--- src/hdl/ihss_pkg.sv ---
// package for the idle head sweep scheduler: timing constants, states, widths
// assumes a 50 MHz system clock
package ihss_pkg;
    localparam int unsigned CLK_HZ = 50000000;
    localparam int unsigned SWEEP_INTERVAL_MIN = 12;
    localparam int unsigned IDLE_TIMEOUT_MIN = 15;
    localparam longint unsigned SWEEP_INTERVAL_CYC = 64'(SWEEP_INTERVAL_MIN) * 60 * CLK_HZ;
    localparam longint unsigned IDLE_TIMEOUT_CYC = 64'(IDLE_TIMEOUT_MIN) * 60 * CLK_HZ;
    localparam int unsigned CNT_W = 36;
    localparam int unsigned CYL_W = 16;
    localparam logic [CYL_W-1:0] ONE_TRACK = 16'h0001;
    localparam logic STRAP_DEFAULT = 1'b1;
    typedef enum logic [1:0] {
        IHSS_IDLE = 2'b00,
        IHSS_SWEEP = 2'b01,
        IHSS_SEEK = 2'b10
    } ihss_state_e;
endpackage

--- src/hdl/ihss_timer.sv ---
// one-shot down-counter: load restarts it, expired is a level once it reaches zero
// assumes a single clock and an active-low asynchronous reset
module ihss_timer
    import ihss_pkg::*;
(
    input wire logic sys_clk,
    input wire logic reset_n,
    input wire logic load,
    input wire logic [CNT_W-1:0] load_val,
    output logic expired
);
    logic [CNT_W-1:0] cnt_r;

    always_ff @(posedge sys_clk or negedge reset_n) begin
        if (!reset_n) begin
            cnt_r <= '0;
        end else if (load) begin
            cnt_r <= load_val;
        end else if (cnt_r != '0) begin
            cnt_r <= cnt_r - 1'b1;
        end
    end

    assign expired = (cnt_r == '0);
endmodule

--- src/hdl/ihss_scheduler.sv ---
// idle head sweep scheduler: decides when a sweep precedes a seek
// assumes positioning logic acks sweeps and seeks with done pulses
// Contract
// a strap sampled after reset enables sweeping when fitted and disables it when open.
// the strap defaults to fitted, so sweeping is enabled unless the strap is removed.
// a sweep starts only together with a seek, requested or implied by read or write.
// every performed sweep restarts a twelve-minute sweep-interval timer.
// after the interval expires the sweep stays pending until the next seek.
// a pending sweep combined with a seek runs the sweep fully before the seek.
// after a seek-triggered sweep the heads go to the cylinder the seek asked for.
// fifteen idle minutes with no disc access inject a one-track seek that sweeps.
// the idle timer restarts on each disc access command and on each injected seek.
module ihss_scheduler
    import ihss_pkg::*;
#(
    parameter longint unsigned SWEEP_CYC = SWEEP_INTERVAL_CYC,
    parameter longint unsigned IDLE_CYC = IDLE_TIMEOUT_CYC
)
(
    input wire logic sys_clk,
    input wire logic reset_n,
    input wire logic sweep_strap,
    input wire logic seek_req,
    input wire logic [CYL_W-1:0] seek_cyl,
    input wire logic disc_access,
    input wire logic sweep_done,
    input wire logic seek_done,
    output logic seek_ready,
    output logic sweep_start,
    output logic seek_start,
    output logic [CYL_W-1:0] seek_target,
    output logic sweep_pending,
    output logic sweep_enabled,
    output logic busy
);
    ihss_state_e state_r;
    logic strap_seen_r;
    logic enable_r;
    logic pending_r;
    logic [CYL_W-1:0] cyl_r;
    logic sweep_start_r;
    logic seek_start_r;
    logic inject;
    logic take;
    logic sweep_expired;
    logic idle_expired;
    logic sweep_reload;
    logic idle_reload;

    // strap caught once after release of reset
    always_ff @(posedge sys_clk or negedge reset_n) begin
        if (!reset_n) begin
            strap_seen_r <= 1'b0;
            enable_r <= STRAP_DEFAULT;
        end else if (!strap_seen_r) begin
            strap_seen_r <= 1'b1;
            enable_r <= sweep_strap;
        end
    end

    assign inject = (state_r == IHSS_IDLE) && !seek_req && idle_expired && strap_seen_r;
    assign seek_ready = (state_r == IHSS_IDLE) && strap_seen_r;
    assign take = (seek_ready && seek_req) || inject;

    // interval timer restarts whenever a sweep is done
    assign sweep_reload = !strap_seen_r || ((state_r == IHSS_SWEEP) && sweep_done);
    assign idle_reload = !strap_seen_r || disc_access || inject;

    ihss_timer u_sweep_tmr (
        .sys_clk(sys_clk),
        .reset_n(reset_n),
        .load(sweep_reload),
        .load_val(CNT_W'(SWEEP_CYC)),
        .expired(sweep_expired)
    );

    ihss_timer u_idle_tmr (
        .sys_clk(sys_clk),
        .reset_n(reset_n),
        .load(idle_reload),
        .load_val(CNT_W'(IDLE_CYC)),
        .expired(idle_expired)
    );

    // pending flag: set on expiry, cleared when the sweep starts
    always_ff @(posedge sys_clk or negedge reset_n) begin
        if (!reset_n) begin
            pending_r <= 1'b0;
        end else if (!enable_r || !strap_seen_r) begin
            pending_r <= 1'b0;
        end else if (take && pending_r) begin
            pending_r <= 1'b0;
        end else if (sweep_expired && state_r == IHSS_IDLE) begin
            pending_r <= 1'b1;
        end
    end

    // sequencer
    always_ff @(posedge sys_clk or negedge reset_n) begin
        if (!reset_n) begin
            state_r <= IHSS_IDLE;
        end else begin
            unique case (state_r)
                IHSS_IDLE: begin
                    if (take) begin
                        state_r <= pending_r ? IHSS_SWEEP : IHSS_SEEK;
                    end
                end
                IHSS_SWEEP: begin
                    if (sweep_done) begin
                        state_r <= IHSS_SEEK;
                    end
                end
                IHSS_SEEK: begin
                    if (seek_done) begin
                        state_r <= IHSS_IDLE;
                    end
                end
                default: begin
                    state_r <= IHSS_IDLE;
                end
            endcase
        end
    end

    // requested cylinder held for the seek after the sweep
    always_ff @(posedge sys_clk or negedge reset_n) begin
        if (!reset_n) begin
            cyl_r <= '0;
        end else if (take) begin
            cyl_r <= inject ? ONE_TRACK : seek_cyl;
        end
    end

    // start pulses
    always_ff @(posedge sys_clk or negedge reset_n) begin
        if (!reset_n) begin
            sweep_start_r <= 1'b0;
            seek_start_r <= 1'b0;
        end else begin
            sweep_start_r <= take && pending_r;
            seek_start_r <= (take && !pending_r) || (state_r == IHSS_SWEEP && sweep_done);
        end
    end

    assign sweep_start = sweep_start_r;
    assign seek_start = seek_start_r;
    assign seek_target = cyl_r;
    assign sweep_pending = pending_r;
    assign sweep_enabled = enable_r;
    assign busy = (state_r != IHSS_IDLE);

    AST_SWEEP_NEEDS_SEEK: assert property (@(posedge sys_clk) disable iff (!reset_n)
        sweep_start |-> $past(take))
        else $error("sweep started without a seek");
    AST_SWEEP_ONLY_ENABLED: assert property (@(posedge sys_clk) disable iff (!reset_n)
        sweep_start |-> enable_r)
        else $error("sweep while strap open");
    AST_SWEEP_BEFORE_SEEK: assert property (@(posedge sys_clk) disable iff (!reset_n)
        sweep_start |-> !seek_start ##1 (state_r == IHSS_SWEEP))
        else $error("seek overlapped sweep");
    AST_SEEK_AFTER_SWEEP: assert property (@(posedge sys_clk) disable iff (!reset_n)
        (state_r == IHSS_SWEEP && sweep_done) |=> seek_start && state_r == IHSS_SEEK)
        else $error("no seek after sweep");
    AST_TARGET_KEPT: assert property (@(posedge sys_clk) disable iff (!reset_n)
        (seek_ready && seek_req) |=> cyl_r == $past(seek_cyl))
        else $error("requested cylinder lost");
    AST_INTERVAL_RESTART: assert property (@(posedge sys_clk) disable iff (!reset_n)
        (state_r == IHSS_SWEEP && sweep_done) |=> !sweep_expired)
        else $error("interval not restarted");
    AST_PENDING_HOLDS: assert property (@(posedge sys_clk) disable iff (!reset_n)
        (pending_r && !take && enable_r) |=> pending_r)
        else $error("pending sweep dropped");
    AST_INJECT_ONE_TRACK: assert property (@(posedge sys_clk) disable iff (!reset_n)
        inject |=> cyl_r == ONE_TRACK && !idle_expired)
        else $error("idle seek wrong");
    AST_ACCESS_RESTARTS: assert property (@(posedge sys_clk) disable iff (!reset_n)
        disc_access |=> !idle_expired)
        else $error("idle timer not restarted");
    AST_PLAIN_SEEK_ANSWER: assert property (@(posedge sys_clk) disable iff (!reset_n)
        (seek_ready && seek_req && !pending_r) |=> seek_start && !sweep_start && busy)
        else $error("plain seek not started");
    AST_PENDING_SWEEPS: assert property (@(posedge sys_clk) disable iff (!reset_n)
        (seek_ready && seek_req && pending_r) |=> sweep_start && !seek_start)
        else $error("pending sweep not run");
    AST_INJECT_SWEEPS: assert property (@(posedge sys_clk) disable iff (!reset_n)
        (inject && pending_r) |=> sweep_start)
        else $error("idle seek did not sweep");
    AST_INJECT_BUSY: assert property (@(posedge sys_clk) disable iff (!reset_n)
        inject |=> busy)
        else $error("idle seek not started");
    AST_OPEN_NO_PENDING: assert property (@(posedge sys_clk) disable iff (!reset_n)
        !enable_r |-> !pending_r)
        else $error("sweep pending while strap open");
    AST_STRAP_ONCE: assert property (@(posedge sys_clk) disable iff (!reset_n)
        strap_seen_r |=> strap_seen_r && $stable(enable_r))
        else $error("strap sampled twice");
    AST_TARGET_HELD: assert property (@(posedge sys_clk) disable iff (!reset_n)
        busy |=> $stable(cyl_r))
        else $error("target changed while busy");
    AST_SWEEP_CLEARS: assert property (@(posedge sys_clk) disable iff (!reset_n)
        sweep_start |-> !pending_r)
        else $error("pending kept after sweep start");
    AST_SEEK_PULSE: assert property (@(posedge sys_clk) disable iff (!reset_n)
        seek_start |=> !seek_start)
        else $error("seek start too long");
    AST_SWEEP_PULSE: assert property (@(posedge sys_clk) disable iff (!reset_n)
        sweep_start |=> !sweep_start)
        else $error("sweep start too long");
    AST_SEEK_DONE_IDLE: assert property (@(posedge sys_clk) disable iff (!reset_n)
        (state_r == IHSS_SEEK && seek_done) |=> !busy)
        else $error("busy after seek done");

    COV_SWEEP_SEEK: cover property (@(posedge sys_clk) disable iff (!reset_n)
        sweep_start ##[1:50] seek_start);
    COV_PLAIN_SEEK: cover property (@(posedge sys_clk) disable iff (!reset_n)
        seek_start && !$past(busy));
    COV_INJECT: cover property (@(posedge sys_clk) disable iff (!reset_n) inject);
    COV_OPEN_STRAP_SEEK: cover property (@(posedge sys_clk) disable iff (!reset_n)
        !enable_r && seek_start);
    COV_PENDING_WAITS: cover property (@(posedge sys_clk) disable iff (!reset_n)
        pending_r && !busy ##1 take);
endmodule

--- config.mk ---
export PLATFORM = sky130hd
export DESIGN_NAME = ihss_scheduler
export DESIGN_NICKNAME = d
export VERILOG_FILES = /design/src/hdl/ihss_pkg.sv /design/src/hdl/ihss_timer.sv /design/src/hdl/ihss_scheduler.sv
export SDC_FILE = /design/constraint.sdc
export NUM_CORES = 1
export LEC_CHECK = 0
export CAP_MARGIN = 5
export CORE_MARGIN = 2
export CORE_UTILIZATION = 50
export DETAILED_ROUTE_END_ITERATION = 8
export DONT_BUFFER_PORTS = 1
export PLACE_DENSITY = 0.68
export SYNTH_ARGS = -nofsm -noshare
export SYNTH_HDL_FRONTEND = slang
export SYNTH_SLANG_ARGS = --single-unit
--- constraint.sdc ---
create_clock -name sys_clk -period 2.6 [get_ports sys_clk]
set_clock_uncertainty 0.15 [all_clocks]
set_input_delay 0.52 -clock sys_clk [delete_from_list [all_inputs] [get_ports sys_clk]]
set_output_delay 0.52 -clock sys_clk [all_outputs]
set_load 0.02 [all_outputs]
Word-level counts from Yosys, hierarchy flattened
Index checks and enable logic that the tools add are counted.
W data, S select, Z words.
{"block": "word_totals", "register_bits": 95, "input_bits": 23, "out_inout_bits": 22}
{"block": "classes", "add_sub_neg": 2, "n_eq_ne": 5, "muxes": 13, "n_reduce_logical": 29}
{"operator": "$mux W36", "count": 4}
{"operator": "$logic_not A36 Y1", "count": 2}
{"operator": "$reduce_bool A36 Y1", "count": 2}
{"operator": "$sub A36 B1 Y36 const B", "count": 2}
{"operator": "$mux W16", "count": 1}
{"operator": "$logic_and A1 B1 Y1", "count": 9}
{"operator": "$mux W2", "count": 4}
{"operator": "$logic_or A1 B1 Y1", "count": 6}
{"operator": "$ne A2 B2 Y1 const B", "count": 3}
{"operator": "$pmux W2 S3", "count": 1}
{"operator": "$reduce_bool A2 Y1", "count": 3}
{"operator": "$logic_not A1 Y1", "count": 4}
{"operator": "$mux W1", "count": 3}
{"operator": "$reduce_and A3 Y1", "count": 1}
{"operator": "$reduce_bool A3 Y1", "count": 1}
{"operator": "$eq A2 B1 Y1 const B", "count": 1}
{"operator": "$eq A2 B2 Y1 const B", "count": 1}
{"operator": "$logic_not A2 Y1", "count": 1}

Depth between registers and ports, before layout
Gate-level depths: netlist of run 1.
{"block": "logic_depth", "ltp_word": 8, "ltp_mapped": 9}

Modules after synthesis
Synthesis of run 1 repeated with hierarchy kept, for this count alone.
{"block": "hier_totals", "hier_cells": 576, "hier_area_um2": 5456.5}
{"module": "ihss_timer at u_idle_tmr", "n_inst": 1, "cells_per_inst": 251, "area_each_um2": 2323.5}
{"module": "ihss_timer at u_sweep_tmr", "n_inst": 1, "cells_per_inst": 255, "area_each_um2": 2240.9}
{"module": "ihss_scheduler", "n_inst": 1, "cells_per_inst": 70, "area_each_um2": 892.1}

Worst setup path before layout of run 1
No wires, ideal clock.
{"block": "synth_timing", "path_type": "register -> register", "from": "reg state_r[0]", "to": "reg cyl_r[10], in the netlist seek_target[10]", "arrival_time_ns": 2.254, "t_required_ns": 2.384, "path_slack_ns": 0.130, "path_stages_with_launch": 8, "cell_sequence": "dfrtp_1 or2_2 clkbuf_1 nor2_1 and2_1 clkbuf_1 clkbuf_1 a22o_1"}
{"block": "synth_between", "word_cells_on_any_way": 8, "cone_classes": "mux (1); reduce/logical (7)"}
{"item": "start, declared", "line_no": "ihss_scheduler.sv:36", "text": "ihss_state_e state_r;"}
{"item": "start signal, assigned", "line_no": "ihss_scheduler.sv:106", "text": "state_r <= pending_r ? IHSS_SWEEP : IHSS_SEEK;"}
{"item": "$logic_not A2 Y1", "line_no": "ihss_scheduler.sv:62", "text": "assign seek_ready = (state_r == IHSS_IDLE) && strap_seen_r;"}
{"item": "$logic_and A1 B1 Y1", "line_no": "ihss_scheduler.sv:62"}
{"item": "net seek_ready", "line_no": "ihss_scheduler.sv:28", "text": "output logic seek_ready,"}
{"item": "$logic_and A1 B1 Y1", "line_no": "ihss_scheduler.sv:63", "text": "assign take = (seek_ready && seek_req) || inject;"}
{"item": "$logic_or A1 B1 Y1", "line_no": "ihss_scheduler.sv:63"}
{"item": "end signal, assigned", "line_no": "ihss_scheduler.sv:131", "text": "cyl_r <= inject ? ONE_TRACK : seek_cyl;"}
{"item": "end, declared", "line_no": "ihss_scheduler.sv:40", "text": "logic [CYL_W-1:0] cyl_r;"}
The timed path passes the listed nets, and every way through them passes these cells.
A chain may end at the register's enable or synchronous reset.

Worst setup path in the final report of run 1
{"block": "layout_timing", "from": "reg u_idle_tmr.cnt_r[4]", "to": "reg u_idle_tmr.cnt_r[13]"}
{"block": "layout_between", "elab_chain_cells": 5, "word_cells_on_any_way": 9, "cone_classes": "add/sub (1); mux (2); reduce/logical (6)"}
{"item": "start, declared", "line_no": "ihss_timer.sv:12", "text": "logic [CNT_W-1:0] cnt_r;"}
{"item": "start signal, assigned", "line_no": "ihss_timer.sv:18", "text": "cnt_r <= load_val;"}
{"item": "start signal, assigned", "line_no": "ihss_timer.sv:20", "text": "cnt_r <= cnt_r - 1'b1;"}
{"item": "parallel branches: the longest is 5 deep, another holds $sub A36 B1 Y36"}
Several ways; the timed one is not identified. The select of a mux whose other input is x is not followed.

==> out/qor.tcl, run 1 <==
set qor(run_status) {complete, but fails checks}
set qor(failed_checks) {negative hold slack}
set qor(routed_wire_length_per_instance_um) 17.05
set qor(ir_worst_vdd_mv) 0.3756
set qor(slew_headroom_pct) 58.44
set qor(timing_max_transition_violations_final) 0
set qor(critical_path_peak_fanout) 6
set qor(io-pin-count) 45
set qor(grt_overflow_total) 0
set qor(seqCellArea_um2) 2379
set qor(via_count) 4287
set qor(final_antenna_net_count) 0
set qor(antenna_cells_inserted) 0
set qor(yosysUniqueCellTypes) 58
set qor(port-buffer-count) 0
set qor(syn-instance-count) 517
set qor(mappedNetlistArea_um2) 5046
set qor(setup.worst_path.end_class) {register}
set qor(rsz_0062_raised_after_global_routing) {yes}
set qor(synthSimpleGateAreaFrac_pct) 29.51
set qor(postRouteWirelength_um) 11550
set qor(worst_hold_path_type) {input pin to async pin}
set qor(cts_tree) {done}
set qor(grt_first_pass_wirelength_um) 19330
set qor(core.rowCount) 36
set qor(hold_viol_final) 95
set qor(yosysWarningCount) 0
set qor(dieArea_um2) 10910
set qor(synth_enable_flop_cells) 0
set qor(numCtsBuffers) 9
set qor(final_nets) 566
set qor(layout_worst_path_cycle_share_pct) 95.16
set qor(fin_cells) 677
set qor(synth_largest_type_area_fraction_pct) 46.62
set qor(multiplexer_share_of_the_synthesized_area_pct) 0.1984
set qor(floorplan.core_area_um2) 9774
set qor(tritoncts_num_sinks) 95
set qor(synth_area_leaders) {dfrtp_1 (47%), or4_1 (6.1%), o31ai_1 (4.6%)}
set qor(htree_levels) 3
set qor(synth_seq_area_share_pct) 47.14
set qor(start_util_pct) 51.63
set qor(cts.path.max_buffers) 2
set qor(cellLeakagePower_nw) 2.150
set qor(synth-main-ff-cell) {dfrtp_1}
set qor(gp_routability_congestion) 0.8677
set qor(root_buffer) {clkbuf_8}
set qor(number_of_global_route_vias_before_repair) 3974
set qor(post-synth-top-count-cell) {dfrtp_1}
set qor(yosys.area_share.adder_pct) 0.9918
set qor(max_cap_violations) 0
set qor(syn_nets) 544
set qor(synth_commonest_cells) {dfrtp_1 (94), a21oi_1 (44), or4_1 (41)}
set qor(yosys_register_bits) 95
set qor(tightest_slew_ns) 0.6233
set qor(grt_usage_pct) 21.98
set qor(powerDensity_nw_per_um2) 575.2
set qor(clk_transition_reported_paths_ns) 0.09
set qor(final.hold.worst_slack_ns) -0.3125
set qor(report.final.setup_viol) 0
set qor(multi_input_combinational_cell_area_um2) 2561
set qor(fraction_of_synthesis_flops_using_an_asynchronous_set_or_reset_pin_pct) 100.0
set qor(synth-compound-area-share_pct) 18.72
set qor(vias_per_cell) 6.332
set qor(max_clock_freq_mhz) 404.2
set qor(drt-initial-drc-count) 263
set qor(syn_area_per_cell_um2) 9.760
set qor(worstSetupPathType) {register to register}
set qor(tmin_final_ns) 2.474
set qor(worstSkewPairLatency_ns) 0.37
set qor(synth_xor_xnor_area_share_pct) 0.3471
set qor(synth_top_cell_by_area) {dfrtp_1}
set qor(drive_above_1_share_pct) 14.89
set qor(dp_cells) 659
set qor(die_x_um) 104.5
set qor(area_growth_pct) 11.58
set qor(worst-endpoint-arrival_ns) 2.62
set qor(die_h_um) 104.5
set qor(drc_violation_count_after_routing) 0
set qor(antenna_found_initial) 0
set qor(fill_cell_count) 860
set qor(largest_net_degree_at_the_start_of_global_routing) 96
set qor(worst-endpoint-required_ns) 2.75
set qor(combinational_family_with_the_most_area_after_synthesis) {simple AND/OR/NAND/NOR gates}
set qor(number_of_optimization_iterations_in_the_first_detailed_route_pass) 5
set qor(critical_path.startpoint_type) {register}
set qor(dpl.hpwl_um) 7927
-- state kept, by name (all words and copies together) (netlist names) --
name	flops
sweep_enabled	1
sweep_pending	1
state_r	2
seek_target	16
u_sweep_tmr.cnt_r	36
seek_start	1
strap_seen_r	1
sweep_start	1
u_idle_tmr.cnt_r	36
-- path summary, 6_finish.rpt --
kind | start | end | slack (ns) | depth (start not counted)
max in group asynchronous | reset_n | sweep_enabled$_DFFE_PN1N_ | 2.39 | 0
min in group sys_clk | sweep_strap | sweep_enabled$_DFFE_PN1N_ | 0.09 | 2
worst max register to register | u_idle_tmr.cnt_r[4]$_DFFE_PN0P_ | u_idle_tmr.cnt_r[13]$_DFFE_PN0P_ | 0.13 | 6
worst min-delay path | reset_n | u_idle_tmr.cnt_r[6]$_DFFE_PN0P_ | -0.31 | 0
worst max-delay path | u_idle_tmr.cnt_r[4]$_DFFE_PN0P_ | u_idle_tmr.cnt_r[13]$_DFFE_PN0P_ | 0.13 | 6
worst min register to register | state_r[1]$_DFFE_PN0P_ | state_r[0]$_DFFE_PN0P_ | 0.33 | 1
-- metal layers --
metal	vias up	GRT usage (%)	share of wire (%)
li1	2050	-	-
met1	2103	31.46	48
met2	117	32.17	45
met3	17	4.762	5.3
met4	0	9.459	1.7
met5	-	0	0
-- placed cells by master (no fill, tap or decap), drive strengths merged, types with 4 or more instances in the layout --
cell and n:
dfrtp 94, a21oi 44, or4 42, or3 38, nor2 34, buf 34, o31ai 32, nand2 27
o21ai 27, nand3 24, a22o 15, nor4 14, nor3 11, clkbuf 11, inv 10, or2 7
o41ai 7, and3 7, nand4 7, and4 5, or4b 4, ha 4
-- cell type report --
| cell class | count | area share, % |
|---|---|---|
| multi-input combinational | 388 | 45.49 |
| clock inverter | 6 | 1.533 |
| clock buffer | 10 | 2.267 |
| sequential | 95 | 42.24 |
| tap | 133 | 2.956 |
| inverter | 10 | 0.6667 |
| timing repair buffer | 35 | 4.844 |
-- critical path, cell delays in order (launching register included) --
cell	delay [ns]
dfrtp_1	0.43
or4_1	0.61
nor2_2	0.17
buf_4	0.15
nand2_1	0.10
or4b_2	0.63
a21oi_1	0.17
-- power breakdown --
| group | switching [mW] | leakage, nW | internal [mW] |
|---|---|---|---|
| Sequential | 0.164 | 1.16 | 1.58 |
| Combinational | 0.245 | 0.883 | 0.192 |
| Clock | 0.515 | 0.106 | 0.540 |
| Total | 0.924 | 2.15 | 2.31 |
-- kinds of logic (layout without fill, tap and decap cells) --
group,count (synthesis),in the layout
fa+ha+maj,4,4
other cells,1,1
simple gates,238,238
buf+inv,34,61
flops,95,95
xor+xnor,2,2
mux,1,1
compound gates,142,142
-- what timing repair did --
| action | in CTS | in global routing |
|---|---|---|
| endpoints found under the setup margin | 0 | 24 |
| gates resized for setup | 0 | 9 |
| endpoints found under the hold margin | 95 | 95 |
| setup buffers | 0 | 2 |
-- metrics by stage --
stage	instance area, um2	setup TNS, ns	setup WS, ns	utilization, %	power (mW)
6_report	5630	0	0.1257	57.60	3.239
5_1_grt	5630	-0.01175	-0.01175	57.60	3.410
4_1_cts	5572	0	0.05893	57.00	3.259
3_5_place_dp	5358	0	0.07912	54.81	2.199
3_3_place_gp	5358	0	0.1218	54.81	2.189
2_1_floorplan	5046	0	0.1300	-	2.064
No activity file was read; power rests on OpenSTA's default activity.
==> inputs of run 2 (changes only) <==
Settings changed: CORE_ASPECT_RATIO set to 1.75, SYNTH_HIERARCHICAL set to 1.
Clock period 2.6 ns to 2.3 ns, I/O delays scaled along.
==> run 2 against run 1 <==
Net effect: the flow finishes with violations (negative hold slack, negative setup slack); first-iteration DRC count shrank 0.76%; synthesized area increased by 8.1%; power rose by 38%; non-clock buffer count increased by 96; sequential power up 20%; flip-flop and latch count stayed put; cell area increased by 32%; critical path depth increased by 5; largest power group unchanged; largest cell class unchanged; fmax down 0.82%; die area increased by 8.1%.
==> out/qor.tcl, run 2 <==
set qor(run_status) {complete, but fails checks}
set qor(failed_checks) {negative hold slack, negative setup slack}
set qor(worst-r2r-cell-count) 11
set qor(cts.path.max_buffers) 2
set qor(final.hold.worst_slack_ns) -0.3557
set qor(core.rowCount) 50
set qor(max_cap_violations) 0
set qor(final_antenna_net_count) 0
set qor(layout_common_cells) {buf_4 (109), dfrtp_1 (94), conb_1 (73)}
set qor(via_count) 5069
set qor(tmin_final_ns) 2.495
set qor(port-buffer-count) 0
set qor(fill_cell_count) 780
set qor(hold_viol_final) 95
set qor(tritoncts_num_sinks) 95
set qor(synth_largest_type_area_fraction_pct) 43.11
set qor(worst-endpoint-required_ns) 2.42
set qor(dieArea_um2) 11800
set qor(layout_worst_path_cycle_share_pct) 108.5
set qor(fin_util_pct) 69.70
set qor(start_util_pct) 51.01
set qor(antenna_found_initial) 0
set qor(report.final.setup_viol) 65
set qor(slew_headroom_pct) 63.32
set qor(regToRegSetupSlack_ns) -0.19
set qor(critical_path.startpoint_type) {register}
set qor(final_nets) 785
set qor(root_buffer) {clkbuf_16}
set qor(final_common_cell) {buf_4}
set qor(timing_max_transition_violations_final) 0
set qor(yosys_register_bits) 95
set qor(powerDensity_nw_per_um2) 598.7
set qor(yosysUniqueCellTypes) 66
set qor(fraction_of_synthesis_flops_using_an_asynchronous_set_or_reset_pin_pct) 100.0
set qor(synth_commonest_cells) {dfrtp_1 (94), nand2_1 (70), nor2_1 (49)}
set qor(critical_path.startpoint) {u_idle_tmr/cnt_r[31]$_DFFE_PN0P_}
set qor(io-pin-count) 45
set qor(syn-instance-count) 576
set qor(synth_area_leaders) {dfrtp_1 (43%), nand2_1 (4.8%), or4_1 (3.7%)}
set qor(number_of_global_route_vias_before_repair) 5025
set qor(clk_transition_reported_paths_ns) 0.07
set qor(routed_wire_length_per_instance_um) 17.07
set qor(post-synth-top-count-cell) {dfrtp_1}
set qor(synth_top_cell_by_area) {dfrtp_1}
set qor(area_growth_pct) 36.64
set qor(numCtsBuffers) 9
set qor(max_clock_freq_mhz) 400.8
set qor(setup.worst_path.end) {u_idle_tmr/cnt_r[26]$_DFFE_PN0P_}
set qor(gp_routability_congestion) 0.8647
set qor(number_of_optimization_iterations_in_the_first_detailed_route_pass) 4
set qor(critical_path.reg2reg.startpoint) {u_idle_tmr/cnt_r[31]$_DFFE_PN0P_}
set qor(htree_levels) 3
set qor(grt_first_pass_wirelength_um) 24010
set qor(die_h_um) 142.2
set qor(drive_above_1_share_pct) 30.01
set qor(vias_per_cell) 5.676
set qor(postRouteWirelength_um) 15240
set qor(worstSetupPathType) {register to register}
set qor(grt_usage_pct) 25.16
set qor(worst_hold_path_type) {input pin to async pin}
set qor(cts_tree) {done}
set qor(ir_worst_vdd_mv) 0.4652
set qor(rsz_0062_raised_after_global_routing) {yes}
set qor(worstSkewPairLatency_ns) 0.36
set qor(dpl.hpwl_um) 10180
set qor(worst-endpoint-arrival_ns) 2.61
set qor(cellLeakagePower_nw) 3.182
set qor(syn_area_per_cell_um2) 9.473
set qor(largest_net_degree_at_the_start_of_global_routing) 96
set qor(die_x_um) 82.97
set qor(synth-main-ff-cell) {dfrtp_1}
set qor(yosysWarningCount) 6
set qor(synth_enable_flop_cells) 0
set qor(antenna_cells_inserted) 0
set qor(drc_violation_count_after_routing) 0
set qor(drt-initial-drc-count) 261
set qor(floorplan.core_area_um2) 10700
set qor(setup.worst_path.end_class) {register}
set qor(grt_overflow_total) 0
set qor(post-layout-total-power_mw) 4.464
set qor(regToRegEndpoint) {u_idle_tmr/cnt_r[26]$_DFFE_PN0P_}
set qor(tightest_slew_ns) 0.5502
set qor(critical_path_peak_fanout) 13
set qor(synth_seq_area_share_pct) 43.59
set qor(postLayoutSetupSlackWorst_ns) -0.1948
set qor(mappedNetlistArea_um2) 5456
set qor(fin_tns_setup_ns) -6.022
==> run 2: changes by cell type after synthesis, moves of 15 or more <==
cell     delta
nand2_1    +43
nor2_1     +15
a21oi_1    -40
xor2_1     +17
or3_1      -18
a31oi_1    +18
o21ai_0    +15
==> run 2: repair_timing <==
item,CTS,global route
endpoints found under the hold margin,95,95
setup buffers,4,21
pin swaps,2,47
gates resized for setup,17,67
cloned,1,4
setup endpoints to repair,68,85
==> run 2: cell families after synthesis <==
group	count (synthesis)	share of synthesized area [%]
compound gates	130	16.35
other cells	2	0.1376
flops	95	43.59
buf+inv	46	4.425
fa+ha+maj	4	0.9173
xor+xnor	33	5.297
simple gates	262	28.48
mux	4	0.8025
==> run 2: where the power goes <==
part           internal [mW]  leakage, nW  switching (mW)
Clock                  0.783        0.152           0.763
Sequential              1.85         1.14           0.245
Combinational          0.415         1.89           0.407
==> run 2: through the flow <==
step / cells / setup slack (ns) / cell area, um2
6_report: 893 / -0.1948 / 7456
5_1_grt: 893 / -0.3377 / 7456
4_1_cts: 868 / -0.1749 / 6974
3_5_place_dp: 847 / -0.2365 / 6521
3_3_place_gp: 847 / -0.1843 / 6521
2_1_floorplan: 647 / -0.2883 / 5828
==> run 2: metal layers <==
layer	wire, um	up-vias	part of all wire [%]	GRT usage, %
met4	566	0	3.7	13.37
li1	-	2438	-	-
met1	5400	2477	35	26.54
met5	0	-	0	0
met3	425	38	2.8	3.132
met2	8850	116	58	48.01
==> run 2: layout make-up <==
cell class	instances	area [um2]	area share, %
well taps	130	162.7	2.182
clock buffers	9	225.2	3.021
flip-flops and latches	95	2379	31.90
inverters	15	63.81	0.8558
multi-input cells	506	3362	45.09
clock inverters	7	88.84	1.191
repair buffers	131	1175	15.76
==> run 2: worst max-delay path, cell delays in order (launching register included) <==
cell and delay, ns:
dfrtp_1 0.40, nor4_2 0.32, buf_4 0.17, nand4_2 0.11, or3_4 0.38, clkinv_4 0.06
nand3b_1 0.07, nand3b_1 0.17, buf_4 0.17, buf_12 0.14, nor2_1 0.08, a211oi_2 0.19
==> run 2: how the worst min path moves through the flow <==
stage,endpoint,slack [ns]
floorplan,seek_start$_DFF_PN0_,0.01
global placement,u_sweep_tmr/cnt_r[0]$_DFFE_PN0P_,0.02
detailed placement,u_sweep_tmr/cnt_r[13]$_DFFE_PN0P_,0.02
CTS,u_sweep_tmr/cnt_r[13]$_DFFE_PN0P_,-0.37
global route,u_sweep_tmr/cnt_r[0]$_DFFE_PN0P_,-0.37
finish,u_sweep_tmr/cnt_r[13]$_DFFE_PN0P_,-0.36
==> inputs of run 3 (changes only) <==
Settings changed: SETUP_SLACK_MARGIN set to 0.05.
==> run 3 against run 2 <==
Net effect: the run still ends with negative hold slack, negative setup slack left; sequential power about the same; routed wire length grew 3.5%; final cell count grew 1.0%; largest cell class unchanged; flip-flop and latch count is the same; clock power barely moved; non-clock buffer count grew 8; register-to-register slack improved by 0.04 ns; critical path depth up 1; count of clock-buffer cells in the layout unchanged.
==> out/qor.tcl, run 3 (synthesized netlist as in run 2, its figures left out) <==
set qor(drive_above_1_share_pct) 31.09
set qor(cellLeakagePower_nw) 3.225
set qor(root_buffer) {clkbuf_16}
set qor(numCtsBuffers) 9
set qor(post-layout-total-power_mw) 4.512
set qor(rsz_0062_raised_after_global_routing) {yes}
set qor(via_count) 5172
set qor(p_comb_share_pct) 19.4
set qor(worstSetupPathType) {register to register}
set qor(layout_common_cells) {buf_4 (114), dfrtp_1 (93), conb_1 (73)}
set qor(critical_path.reg2reg.startpoint) {u_idle_tmr/cnt_r[0]$_DFFE_PN0P_}
set qor(tmin_final_ns) 2.453
set qor(powerDensity_nw_per_um2) 597.6
set qor(met2_usage_pct) 48.17
set qor(seqPwrFrac_pct) 46.3
set qor(postLayoutSetupSlackWorst_ns) -0.1528
set qor(core.rowCount) 50
set qor(area_growth_pct) 38.36
set qor(use_met1_pct) 26.75
set qor(layout_worst_path_cycle_share_pct) 106.6
set qor(final_antenna_net_count) 0
set qor(die_x_um) 82.97
set qor(dieArea_um2) 11800
set qor(antenna_found_initial) 0
set qor(worst_hold_path_type) {input pin to async pin}
set qor(worst-endpoint-required_ns) 2.38
set qor(dpl.hpwl_um) 10330
set qor(antenna_cells_inserted) 0
set qor(grt-busiest-layer) {met2}
set qor(power.share.clock_pct) 34.3
set qor(port-buffer-count) 0
set qor(number_of_optimization_iterations_in_the_first_detailed_route_pass) 6
set qor(placedInstanceArea_um2) 6614
set qor(worst-r2r-cell-count) 12
set qor(critical_path_peak_fanout) 15
set qor(drt-initial-drc-count) 413
set qor(report.final.setup_viol) 62
set qor(final.hold.worst_slack_ns) -0.3558
set qor(tightest_slew_ns) 0.5093
set qor(grt_first_pass_wirelength_um) 24450
set qor(max_clock_freq_mhz) 407.7
set qor(worst-endpoint-arrival_ns) 2.54
set qor(io-pin-count) 45
set qor(power.switching_mw) 1.446
set qor(clk_transition_reported_paths_ns) 0.08
set qor(worstSkewPairLatency_ns) 0.36
set qor(routed_wire_length_per_instance_um) 17.49
set qor(tritoncts_num_sinks) 95
set qor(fin_util_pct) 70.57
set qor(final_common_cell) {buf_4}
set qor(setup.worst_path.end_class) {register}
set qor(grt_usage_pct) 25.84
set qor(largest_net_degree_at_the_start_of_global_routing) 96
set qor(die_h_um) 142.2
set qor(max_cap_violations) 0
set qor(place_ws_ns) -0.2151
set qor(cts_tree) {done}
set qor(failed_checks) {negative hold slack, negative setup slack}
set qor(run_status) {complete, but fails checks}
set qor(critical_path.startpoint) {u_idle_tmr/cnt_r[0]$_DFFE_PN0P_}
set qor(htree_levels) 3
set qor(floorplan.core_area_um2) 10700
set qor(grt_overflow_total) 0
set qor(slew_headroom_pct) 66.05
set qor(postRouteWirelength_um) 15780
set qor(gp_routability_congestion) 0.9030
set qor(vias_per_cell) 5.734
set qor(final_nets) 794
set qor(drc_violation_count_after_routing) 0
set qor(critical_path.startpoint_type) {register}
set qor(cellInternalPower_mw) 3.066
set qor(number_of_global_route_vias_before_repair) 5132
set qor(globalRouteMet3Util_pct) 3.596
set qor(power.share.switching_pct) 32.05
set qor(regToRegSetupSlack_ns) -0.15
set qor(hold_viol_final) 95
set qor(timing_max_transition_violations_final) 0
set qor(design_area_um2) 7550
set qor(start_util_pct) 51.01
set qor(ir_worst_vdd_mv) 0.3995
set qor(cts.path.max_buffers) 2
run 3: cell types whose count changed in the layout (fill, tap and decap cells not counted), sizes merged:
cell | before | now
bufbuf | 1 | 0
clkbuf | 11 | 9
clkinvlp | 0 | 1
buf | 128 | 139
run 3: timing repair:
action	in CTS	in global routing
cloned	2	0
hold endpoints to repair	95	95
endpoints found under the setup margin	82	92
pin swaps	31	28
setup buffers	18	15
gates resized for setup	37	55
run 3: through the flow:
stage | cells | TNS, ns
CTS | 891 | -5.400
global placement | 856 | -3.848
detailed placement | 856 | -6.929
floorplan | 647 | -8.575
global route | 902 | -10.96
finish | 902 | -4.298
run 3: layout make-up:
| type | count | area, um2 |
|---|---|---|
| repair inverters | 1 | 7.507 |
| clock inverters | 7 | 86.33 |
| well taps | 130 | 162.7 |
| multi-input cells | 506 | 3393 |
| flip-flops and latches | 95 | 2380 |
| clock buffers | 9 | 225.2 |
| inverters | 15 | 63.81 |
| fillers | 799 | 3148 |
| repair buffers | 139 | 1231 |
run 3: worst max-delay path, cell delays in order (launching register included):
cell and delay [ns]:
dfrtp_1 0.39, inv_2 0.08, ha_4 0.13, nor4b_4 0.22, nand4_2 0.15, or3_4 0.37, clkinv_4 0.05, nand3b_1 0.06
nand3b_1 0.10, buf_6 0.14, inv_4 0.06, buf_12 0.14, mux2_2 0.28
run 3: worst paths after layout:
check,end
hold / removal,u_sweep_tmr/cnt_r[22]$_DFFE_PN0P_
min in group sys_clk,sweep_enabled$_DFFE_PN1N_
setup / recovery,u_idle_tmr/cnt_r[17]$_DFFE_PN0P_
max in group asynchronous,sweep_enabled$_DFFE_PN1N_
setup reg to reg,u_idle_tmr/cnt_r[17]$_DFFE_PN0P_
hold reg to reg,u_sweep_tmr/cnt_r[31]$_DFFE_PN0P_
run 3: power groups by stage:
stage | sequential (mW) | clock (mW) | combinational (mW)
CTS | 2.08 | 1.56 | 0.784
floorplan | 2.10 | 0 | 0.454
global route | 2.11 | 1.62 | 0.954
finish | 2.09 | 1.55 | 0.877
detailed placement | 2.11 | 0 | 0.752
global placement | 2.10 | 0 | 0.726
run 3: routing by layer:
metal  wire length, um  vias up  part of all wire (%)
li1                  -     2445                     -
met1              5532     2511                    35
met2              9023      156                    57
met3               460       60                   2.9
met4               760        0                   4.8
met5                 0        -                     0
